===== src/fifo_cfg_pkg.sv =====
// fifo_cfg_pkg: shared constants for the 9-bit synchronous fifo and its flag logic
// assumes a single 10 MHz system clock; all link edges are enables on that clock
package fifo_cfg_pkg;

	// data path and default depth (one of 64, 256, 512, 1024, 2048, 4096, 8192)
	localparam int DATA_W        = 9;
	localparam int DEPTH_DEFAULT = 64;

	// system clock period
	localparam int CLK_PERIOD_NS = 100;

	// least clock skews for the flags, in ns, and as whole cycles (rounded up, at least one)
	localparam int FLAG_CLOCK_SKEW_FIRST_NS  = 5;
	localparam int FLAG_CLOCK_SKEW_SECOND_NS = 10;
	localparam int FLAG_CLOCK_SKEW_FIRST_CYC =
		(FLAG_CLOCK_SKEW_FIRST_NS + CLK_PERIOD_NS - 1) / CLK_PERIOD_NS;
	localparam int FLAG_CLOCK_SKEW_SECOND_CYC =
		(FLAG_CLOCK_SKEW_SECOND_NS + CLK_PERIOD_NS - 1) / CLK_PERIOD_NS;

	// output skid buffer holds two words
	localparam logic [1:0] BUF_ENTRIES = 2'h2;

	// reset values
	localparam logic FLAG_IDLE_N   = 1'b1;
	localparam logic FLAG_ACTIVE_N = 1'b0;

	// role of the dual-purpose enable/load pin, caught during reset
	typedef enum logic [0:0]
	{
		MODE_LOAD      = 1'b0,
		MODE_SECOND_WE = 1'b1
	} pin_mode_t;

endpackage : fifo_cfg_pkg


===== src/sync_fifo_flags.sv =====
// sync_fifo_flags: 9-bit synchronous fifo with full, empty, almost flags and reset strap
// assumes write and read sides are sampled on mclk_i; offsets come from outside logic
`timescale 1ns/10ps

// Functional notes
// RQ1 - full flag releases in the same cycle as the read that frees a word
// RQ2 - empty flag releases in the same cycle as the write that adds a word
// RQ3 - clocks may run throughout reset; reset works without stopping them
// RQ4 - pin high through reset makes it a second active-high write enable
// RQ5 - pin low through reset makes it the offset register load enable
// RQ6 - after reset outputs are zero when enabled, undriven when disabled
// RQ7 - first word readable in the read cycle right after empty releases
// RQ8 - almost-empty flag changes in the current read cycle
// RQ9 - almost-empty asserts low when fewer than n words remain
// RQ10 - almost-full asserts low at depth minus m plus one words
// RQ11 - almost-full threshold is depth minus m; depth set by parameter
// RQ12 - almost-full flag changes in the current write cycle
// RQ13 - driver never gives pulses shorter than minimum widths
// RQ14 - store a word only with both write enables active and not full
// RQ15 - remove a word only with both read enables low and not empty
module sync_fifo_flags #(
	parameter int DEPTH = fifo_cfg_pkg::DEPTH_DEFAULT,
	parameter int AW    = $clog2(DEPTH),
	parameter int CW    = AW + 1
) (
	input  wire logic                            mclk_i,
	input  wire logic                            reset_n_i,
	input  wire logic                            write_enable_n_i,
	input  wire logic                            second_enable_or_load_i,
	input  wire logic [fifo_cfg_pkg::DATA_W-1:0] data_i,
	input  wire logic                            read_enable_a_n_i,
	input  wire logic                            read_enable_b_n_i,
	input  wire logic                            output_enable_n_i,
	input  wire logic                            out_ready_i,
	input  wire logic [CW-1:0]                   ae_offset_i,
	input  wire logic [CW-1:0]                   af_offset_i,
	output logic      [fifo_cfg_pkg::DATA_W-1:0] data_o,
	output logic                                 data_oe_o,
	output logic                                 out_valid_o,
	output logic                                 full_flag_n_o,
	output logic                                 empty_flag_n_o,
	output logic                                 almost_empty_flag_n_o,
	output logic                                 almost_full_flag_n_o,
	output logic                                 offset_load_o,
	output logic                                 second_we_mode_o
);
	import fifo_cfg_pkg::*;

	localparam logic [CW-1:0] DEPTH_C = CW'(DEPTH);
	localparam logic [CW-1:0] ONE_C   = CW'(1);

	logic                  rst_meta_q;
	logic                  rst_n;
	pin_mode_t             mode_q;
	logic [AW-1:0]         wr_ptr_q;
	logic [AW-1:0]         rd_ptr_q;
	logic [CW-1:0]         cnt_q;
	logic [CW-1:0]         cnt_d;
	logic                  full_n_q;
	logic                  empty_n_q;
	logic                  ae_n_q;
	logic                  af_n_q;
	logic                  rd_pend_q;
	logic [DATA_W-1:0]     mem_rdata;
	logic [DATA_W-1:0]     out_q;
	logic                  out_vld_q;
	logic [DATA_W-1:0]     spare_q;
	logic                  spare_vld_q;

	// true when the count sits at or above a threshold
	function automatic logic at_least(input logic [CW-1:0] cnt, input logic [CW-1:0] thr);
		at_least = (cnt >= thr);
	endfunction : at_least

	// reset released through two flops so every flop leaves reset on one edge
	// RQ3 clocks may run
	always_ff @(posedge mclk_i or negedge reset_n_i)
	begin
		if (!reset_n_i)
		begin
			rst_meta_q <= 1'b0;
			rst_n      <= 1'b0;
		end
		else
		begin
			rst_meta_q <= 1'b1;
			rst_n      <= rst_meta_q;
		end
	end

	// strap: the pin is followed every cycle while reset is held, then frozen
	// RQ4 RQ5 strap capture
	always_ff @(posedge mclk_i)
	begin
		if (!rst_n)
			mode_q <= pin_mode_t'(second_enable_or_load_i);
	end

	// request decode; the pin must be high to write in either mode
	wire write_req  = !write_enable_n_i && second_enable_or_load_i;
	wire read_req   = !read_enable_a_n_i && !read_enable_b_n_i;
	wire buf_pop    = out_vld_q && out_ready_i;
	wire [1:0] buf_used = 2'(out_vld_q) + 2'(spare_vld_q) + 2'(rd_pend_q) - 2'(buf_pop);
	wire buf_room   = buf_used < BUF_ENTRIES;
	// RQ14 write gate
	wire wr_go      = write_req && full_n_q;
	// RQ15 read gate; a full skid buffer stalls the read side
	wire rd_go      = read_req && empty_n_q && buf_room;

	// RQ5 load strobe
	assign offset_load_o    = rst_n && (mode_q == MODE_LOAD) && !write_enable_n_i
		&& !second_enable_or_load_i;
	assign second_we_mode_o = (mode_q == MODE_SECOND_WE);

	// occupancy next value
	always_comb
	begin
		cnt_d = cnt_q;
		if (wr_go && !rd_go)
			cnt_d = cnt_q + ONE_C;
		else if (rd_go && !wr_go)
			cnt_d = cnt_q - ONE_C;
	end

	// pointers, count and flags; flags are computed from the next count so they
	// move on the very edge that changes occupancy, well inside both skew windows
	always_ff @(posedge mclk_i or negedge rst_n)
	begin
		if (!rst_n)
		begin
			wr_ptr_q  <= '0;
			rd_ptr_q  <= '0;
			cnt_q     <= '0;
			rd_pend_q <= 1'b0;
			full_n_q  <= FLAG_IDLE_N;
			empty_n_q <= FLAG_ACTIVE_N;
			ae_n_q    <= FLAG_ACTIVE_N;
			af_n_q    <= FLAG_IDLE_N;
		end
		else
		begin
			if (wr_go)
				wr_ptr_q <= wr_ptr_q + AW'(1);
			if (rd_go)
				rd_ptr_q <= rd_ptr_q + AW'(1);
			cnt_q     <= cnt_d;
			rd_pend_q <= rd_go;
			// RQ1 full release
			full_n_q  <= !(cnt_d == DEPTH_C);
			// RQ2 RQ7 empty release
			empty_n_q <= !(cnt_d == '0);
			// RQ8 RQ9 almost empty
			ae_n_q    <= at_least(cnt_d, ae_offset_i);
			// RQ10 RQ11 RQ12 almost full
			af_n_q    <= !at_least(cnt_d, DEPTH_C - af_offset_i + ONE_C);
		end
	end

	assign full_flag_n_o         = full_n_q;
	assign empty_flag_n_o        = empty_n_q;
	assign almost_empty_flag_n_o = ae_n_q;
	assign almost_full_flag_n_o  = af_n_q;

	fifo_store #(
		.WIDTH (DATA_W),
		.DEPTH (DEPTH),
		.AW    (AW)
	) u_store (
		.mclk_i    (mclk_i),
		.wr_en_i   (wr_go),
		.wr_addr_i (wr_ptr_q),
		.wr_data_i (data_i),
		.rd_en_i   (rd_go),
		.rd_addr_i (rd_ptr_q),
		.rd_data_o (mem_rdata)
	);

	// two-entry skid buffer: head drives the pins, spare catches a word when the
	// receiver stalls, so a read already issued never loses its data
	always_ff @(posedge mclk_i or negedge rst_n)
	begin
		if (!rst_n)
		begin
			out_q       <= '0;
			out_vld_q   <= 1'b0;
			spare_q     <= '0;
			spare_vld_q <= 1'b0;
		end
		else if (!out_vld_q || buf_pop)
		begin
			if (spare_vld_q)
			begin
				out_q       <= spare_q;
				out_vld_q   <= 1'b1;
				spare_q     <= mem_rdata;
				spare_vld_q <= rd_pend_q;
			end
			else if (rd_pend_q)
			begin
				out_q     <= mem_rdata;
				out_vld_q <= 1'b1;
			end
			else
				out_vld_q <= 1'b0;
		end
		else if (rd_pend_q)
		begin
			spare_q     <= mem_rdata;
			spare_vld_q <= 1'b1;
		end
	end

	// RQ6 output drive; head keeps its last word, zero after reset
	assign data_o      = out_q;
	assign data_oe_o   = !output_enable_n_i;
	assign out_valid_o = out_vld_q;

	// RQ1 full release
	chk_full_release: assert property (@(posedge mclk_i) disable iff (!rst_n) // RQ1
		(rd_go && !wr_go && cnt_q == DEPTH_C) |=> full_flag_n_o)
		else $error("full flag did not release after read");

	// RQ2 empty release
	chk_empty_release: assert property (@(posedge mclk_i) disable iff (!rst_n) // RQ2
		(wr_go && cnt_q == '0) |=> ##(FLAG_CLOCK_SKEW_FIRST_CYC - 1) empty_flag_n_o)
		else $error("empty flag did not release after write");

	// RQ4 strap follows the pin
	chk_strap_capture: assert property (@(posedge mclk_i) disable iff (!rst_n) // RQ4
		$rose(rst_n) |-> (second_we_mode_o == $past(second_enable_or_load_i)))
		else $error("pin mode not taken from last reset level");

	// RQ5 load strobe never writes the fifo
	chk_load_no_write: assert property (@(posedge mclk_i) disable iff (!rst_n) // RQ5
		offset_load_o |=> $stable(wr_ptr_q))
		else $error("load cycle moved the write pointer");

	// RQ6 zero output after reset
	chk_reset_output: assert property (@(posedge mclk_i) disable iff (!rst_n) // RQ6
		$rose(rst_n) |-> (data_o == '0 && data_oe_o == !output_enable_n_i))
		else $error("output not zero after reset");

	// RQ7 first word reaches the head two cycles after an accepted read
	chk_first_word: assert property (@(posedge mclk_i) disable iff (!rst_n) // RQ7
		($rose(empty_flag_n_o) && read_req && buf_used == 2'h0) |-> rd_go ##2 out_valid_o)
		else $error("first word not readable after empty release");

	// RQ9 almost-empty tracks the count
	chk_almost_empty: assert property (@(posedge mclk_i) disable iff (!rst_n) // RQ9
		(almost_empty_flag_n_o == (cnt_q >= ae_offset_i)) || $changed(ae_offset_i))
		else $error("almost empty flag disagrees with count");

	// RQ10 almost-full tracks the count
	chk_almost_full: assert property (@(posedge mclk_i) disable iff (!rst_n) // RQ10
		(!almost_full_flag_n_o == (cnt_q >= DEPTH_C - af_offset_i + ONE_C))
		|| $changed(af_offset_i))
		else $error("almost full flag disagrees with count");

	// RQ14 no store when full
	chk_full_blocks: assert property (@(posedge mclk_i) disable iff (!rst_n) // RQ14
		(!full_flag_n_o && !read_req) |=> (cnt_q == DEPTH_C && $stable(wr_ptr_q)))
		else $error("write accepted while full");

	// RQ15 no removal when empty
	chk_empty_blocks: assert property (@(posedge mclk_i) disable iff (!rst_n) // RQ15
		(!empty_flag_n_o && !write_req) |=> $stable(rd_ptr_q) ##1 $stable(rd_ptr_q))
		else $error("read accepted while empty");

endmodule : sync_fifo_flags


===== src/fifo_store.sv =====
// fifo_store: simple dual-port word memory for the fifo
// assumes caller never reads and writes one address in the same cycle with meaning
`timescale 1ns/10ps
module fifo_store #(
	parameter int WIDTH = 9,
	parameter int DEPTH = 64,
	parameter int AW    = $clog2(DEPTH)
) (
	input  wire logic             mclk_i,
	input  wire logic             wr_en_i,
	input  wire logic [AW-1:0]    wr_addr_i,
	input  wire logic [WIDTH-1:0] wr_data_i,
	input  wire logic             rd_en_i,
	input  wire logic [AW-1:0]    rd_addr_i,
	output logic      [WIDTH-1:0] rd_data_o
);

	logic [WIDTH-1:0] mem_q [DEPTH];

	// storage has no reset so it maps onto ram
	always_ff @(posedge mclk_i)
	begin
		if (wr_en_i)
			mem_q[wr_addr_i] <= wr_data_i;
	end

	// read data comes out of a register, one cycle after the request
	always_ff @(posedge mclk_i)
	begin
		if (rd_en_i)
			rd_data_o <= mem_q[rd_addr_i];
	end

endmodule : fifo_store


===== config.mk =====
export PLATFORM = sky130hd
export DESIGN_NAME = sync_fifo_flags
export DESIGN_NICKNAME = d
export VERILOG_FILES = /design/src/fifo_cfg_pkg.sv /design/src/sync_fifo_flags.sv /design/src/fifo_store.sv
export SDC_FILE = /design/constraint.sdc
export NUM_CORES = 1
export LEC_CHECK = 0
export ABC_AREA = 0
export BUFFER_PORTS_ARGS = -buffer_cell sky130_fd_sc_hd__buf_4
export CORE_MARGIN = 1
export CORE_UTILIZATION = 67
export DETAILED_ROUTE_END_ITERATION = 16
export PLACE_DENSITY = 0.89
export SYNTH_ARGS = -nofsm -noshare
export SYNTH_HDL_FRONTEND = slang
export SYNTH_SLANG_ARGS = --single-unit

===== constraint.sdc =====
create_clock -name mclk_i -period 4.1 [get_ports mclk_i]
set_clock_uncertainty 0.2 [all_clocks]
set_input_delay 0.82 -clock mclk_i [delete_from_list [all_inputs] [get_ports mclk_i]]
set_output_delay 0.82 -clock mclk_i [all_outputs]
set_load 0.01 [all_outputs]

==> summary.txt <==
Clock network
  • Root buf cell: clkbuf_16
  • Worst-skew pair later-pin latency: 0.60 ns
  • H-tree depth: 2
  • Longest Clk Path Bufs: 3
  • CTS sink count: 632
  • TritonCTS Buffers: 57
  • TritonCTS clock tree: built
  • Setup bufs post-CTS: 0
  • Clock slew at reported path FFs: 0.07 ns

Global routing
  • Largest net degree at the start of global routing: 117
  • First-pass GRT wire length: 88600 um
  • Overall Global Routing Usage: 33.6%
  • Antenna violations before repair: 1
  • Gr ovfl total: 0
  • Vias in the first global route: 13100

Logic synthesis
  • Post-synth cell types: 47
  • Share of the yosys chip area belonging to registers: 75.5%
  • Mux contribution to synthesized area: 18.1%
  • Ys flop type: edfxtp_1
  • Syn. warnings: 0
  • Largest family of logic cells by synthesized area: multiplexers
  • Post-synthesis xor/xnor area fraction: 0.776%
  • Syn Inst Count: 1132
  • Largest area contributor in the netlist: edfxtp_1
  • Post-Synth Simple-Gate Area: 2.71%
  • Synth area leaders: edfxtp_1 71%, mux4_2 17%, dfrtp_1 4.4%, nor2_1 1.3%, ha_1 0.71%
  • Synthesized area: 24800 um2
  • Mapped Nets: 1177
  • Post-synthesis register bit count: 632
  • EDFF count, synth: 586
  • Area share of the largest cell type after synthesis: 70.8%
  • Synth Area in Compound Gates: 0.690%
  • Syn_area_per_cell: 21.9 um2
  • Synth Area in Adders: 0.831%
  • Post-synth ARST share: 7.28%

STA
  • Setup_tns: 0 ns
  • Final setup fails: 0
  • Slew @ Worst Pin: 1.24 ns
  • Final min period: 4.01 ns
  • Fin. max-slew vios: 0
  • Final Hold Fails: 0
  • Max Clk Rate: 0.249 GHz
  • Tcrit/Tclk final: 97.8%
  • Slew headroom: 17.4%

Drt
  • TritonRoute pass-1 iters: 6
  • Vias: 12800
  • DRC Markers: 0
  • Drt first-iter violations: 1719
  • Vias per Instance: 7.17
  • Routed len/inst: 34.2 um
  • Final wirelength: 60800 um
  • Remaining antenna violation count: 0

Critical path
  • Reg2Reg Depth: 14
  • CP Capture Type: flip-flop
  • Slowest library cell on the worst path: dfrtp_1
  • Reg2reg start: out_valid_o$_DFFE_PN0N_
  • Largest stage delay, worst path: 0.43 ns
  • Buffers plus inverters on the worst setup path: 1
  • Crit path DAT: 4.34 ns
  • Critical path class: reg -> reg
  • Critical path's most frequent cell: ha_1
  • CP Data Required Time: 4.43 ns
  • Startpoint type of the worst setup path: flip-flop
  • Worst reg2reg setup slack: 0.09 ns
  • Crit-path cells: and2_1 -> ha_1 -> inv_1 -> ha_1 -> a21oi_2 -> mux2_4 -> a21o_1 -> a32oi_1 -> ha_1 -> a21o_1 -> maj3_1 -> maj3_2 -> a21oi_1 -> o21a_1
  • Top Family by Delay on Critical Path: adder cells
  • R2R Path End: almost_full_flag_n_o$_DFF_PN1_
  • CP max FO: 8

Status
  • Outcome: complete, no violations

Final layout
  • Most common cell after layout, fill and taps aside: edfxtp_1
  • Post-route core utilization: 76.5%
  • Share of layout cells above drive strength 1: 32.2%
  • N_diodes: 0
  • Nets: 1313
  • Commonest non-fill, non-tap cells in the layout: 586 x edfxtp_1, 189 x mux4_2, 129 x buf_4, 83 x nor2_1, 59 x clkbuf_16
  • Synth-to-layout area growth: 12.5%
  • Layout Cell Area excl Fill: 27900 um2
  • Fin cells: 1779

Die
  • Die height: 195 um
  • Die ar.: 37800 um2
  • Row count: 70
  • # IOs: 48
  • Core area: 36500 um2
  • Die width: 195 um
  • Initial Utilization: 68.0%

Pwr
  • VDD IR-drop max: 0.517 mV
  • Leak pwr: 9.11 nW
  • Power density cells: 644 nW/um2

Place
  • Post-DP HPWL: 31900 um
  • Dpl cell area: 26200 um2
  • Post-Place Cells: 1676
  • Port Buffers: 47
  • Global placement routability congestion: 0.817

Job
  • Max Cap Viol: 0

Hold path
  • Worst hold path type: reg -> async
-- worst register-to-register path: stages (launching register included) --
cell and delay [ns]:
dfrtp_1 0.43, and2_1 0.18, ha_1 0.26, inv_1 0.05
ha_1 0.28, a21oi_2 0.18, mux2_4 0.38, a21o_1 0.21
a32oi_1 0.31, ha_1 0.30, a21o_1 0.17, maj3_1 0.37
maj3_2 0.31, a21oi_1 0.15, o21a_1 0.14
-- timing repair --
item | CTS | global route
hold buffers | 1 | 0
endpoints found under the hold margin | 2 | 0
gates resized for setup | 0 | 2
setup endpoints to repair | 0 | 2
-- power by group --
part           leakage [nW]  switching (mW)  internal (mW)  total (mW)
logic                  2.48            2.68           2.50        5.18
clock network         0.822            2.27           2.70        4.97
registers              5.81           0.420           7.42        7.84
total                  9.11            5.36           12.6        18.0
-- cell usage after synthesis, types with 3 or more instances --
master / count
nand2_1: 18
nand3_1: 12
or3_1: 3
nor2_1: 83
buf_4: 3
buf_2: 11
mux4_2: 189
nand2b_1: 4
ha_1: 14
xor2_1: 6
clkbuf_1: 29
xnor2_1: 16
dfrtp_1: 44
buf_1: 9
nand3b_1: 3
nand4_1: 3
nor2b_1: 5
edfxtp_1: 586
inv_1: 16
a31oi_1: 3
buf_6: 5
a21oi_1: 13
a21o_1: 3
mux2_2: 10
nor3_1: 4
mux2i_1: 12
-- cell families (layout without fill, tap and decap cells) --
| logic type | after synthesis | after routing |
|---|---|---|
| multiplexers | 212 | 212 |
| AND/OR/NAND/NOR | 147 | 147 |
| XOR/XNOR | 22 | 22 |
| AO/OA/AOI/OAI | 28 | 28 |
| buffers and inverters | 73 | 252 |
| other | 1 | 1 |
| flip-flops | 632 | 632 |
| adder cells (fa/ha/maj) | 17 | 17 |
-- per-stage QoR --
stage                     total power [mW]  hold WS (ns)  setup WS (ns)
after floorplan                       11.3         0.131         0.0488
after global placement                12.7         0.145         -0.116
after detailed placement              12.9         0.137         -0.221
after CTS                             18.0         0.166          0.111
after global routing                  18.5         0.174        -0.0215
final                                 18.0         0.159         0.0911
-- routing by layer --
layer	GRT usage [%]	wire length [um]
met5	0	13
met4	17.0	3380
met3	5.83	6530
met2	54.4	30200
met1	45.0	20600
-- cell type report --
cell class | instances | area, um2
Multi-Input combinational cell | 427 | 5770
Tap cell | 468 | 586
Sequential cell | 632 | 18800
Inverter | 16 | 60.1
Fill cell | 1719 | 8580
Timing Repair Buffer | 134 | 1060
Clock inverter | 29 | 169
Clock buffer | 73 | 1540
-- how the worst max path moves through the flow --
| stage | start | endpoint | slack (ns) | cells past startpoint |
|---|---|---|---|---|
| 6_report | out_valid_o$_DFFE_PN0N_ | almost_full_flag_n_o$_DFF_PN1_ | 0.09 | 14 |
| 5_1_grt | out_valid_o$_DFFE_PN0N_ | almost_full_flag_n_o$_DFF_PN1_ | -0.02 | 14 |
| 4_1_cts | out_valid_o$_DFFE_PN0N_ | almost_empty_flag_n_o$_DFF_PN0_ | 0.11 | 16 |
| 3_5_place_dp | out_ready_i | almost_full_flag_n_o$_DFF_PN1_ | -0.22 | 15 |
| 3_3_place_gp | out_ready_i | almost_full_flag_n_o$_DFF_PN1_ | -0.12 | 15 |
| 2_1_floorplan | out_ready_i | almost_full_flag_n_o$_DFF_PN1_ | 0.05 | 15 |
-- sequential cells by signal (all words and copies together), names as in the netlist --
register and cells:
wr_ptr_q 6, data_o 9, empty_flag_n_o 1, cnt_q 7, rst_n 1, u_store.rd_data_o 9
almost_full_flag_n_o 1, rst_meta_q 1, second_we_mode_o 1, u_store.mem_q 576, spare_vld_q 1, rd_ptr_q 6
almost_empty_flag_n_o 1, out_valid_o 1, spare_q 9, rd_pend_q 1, full_flag_n_o 1
Note: power is estimated with default switching activity, not from simulation.
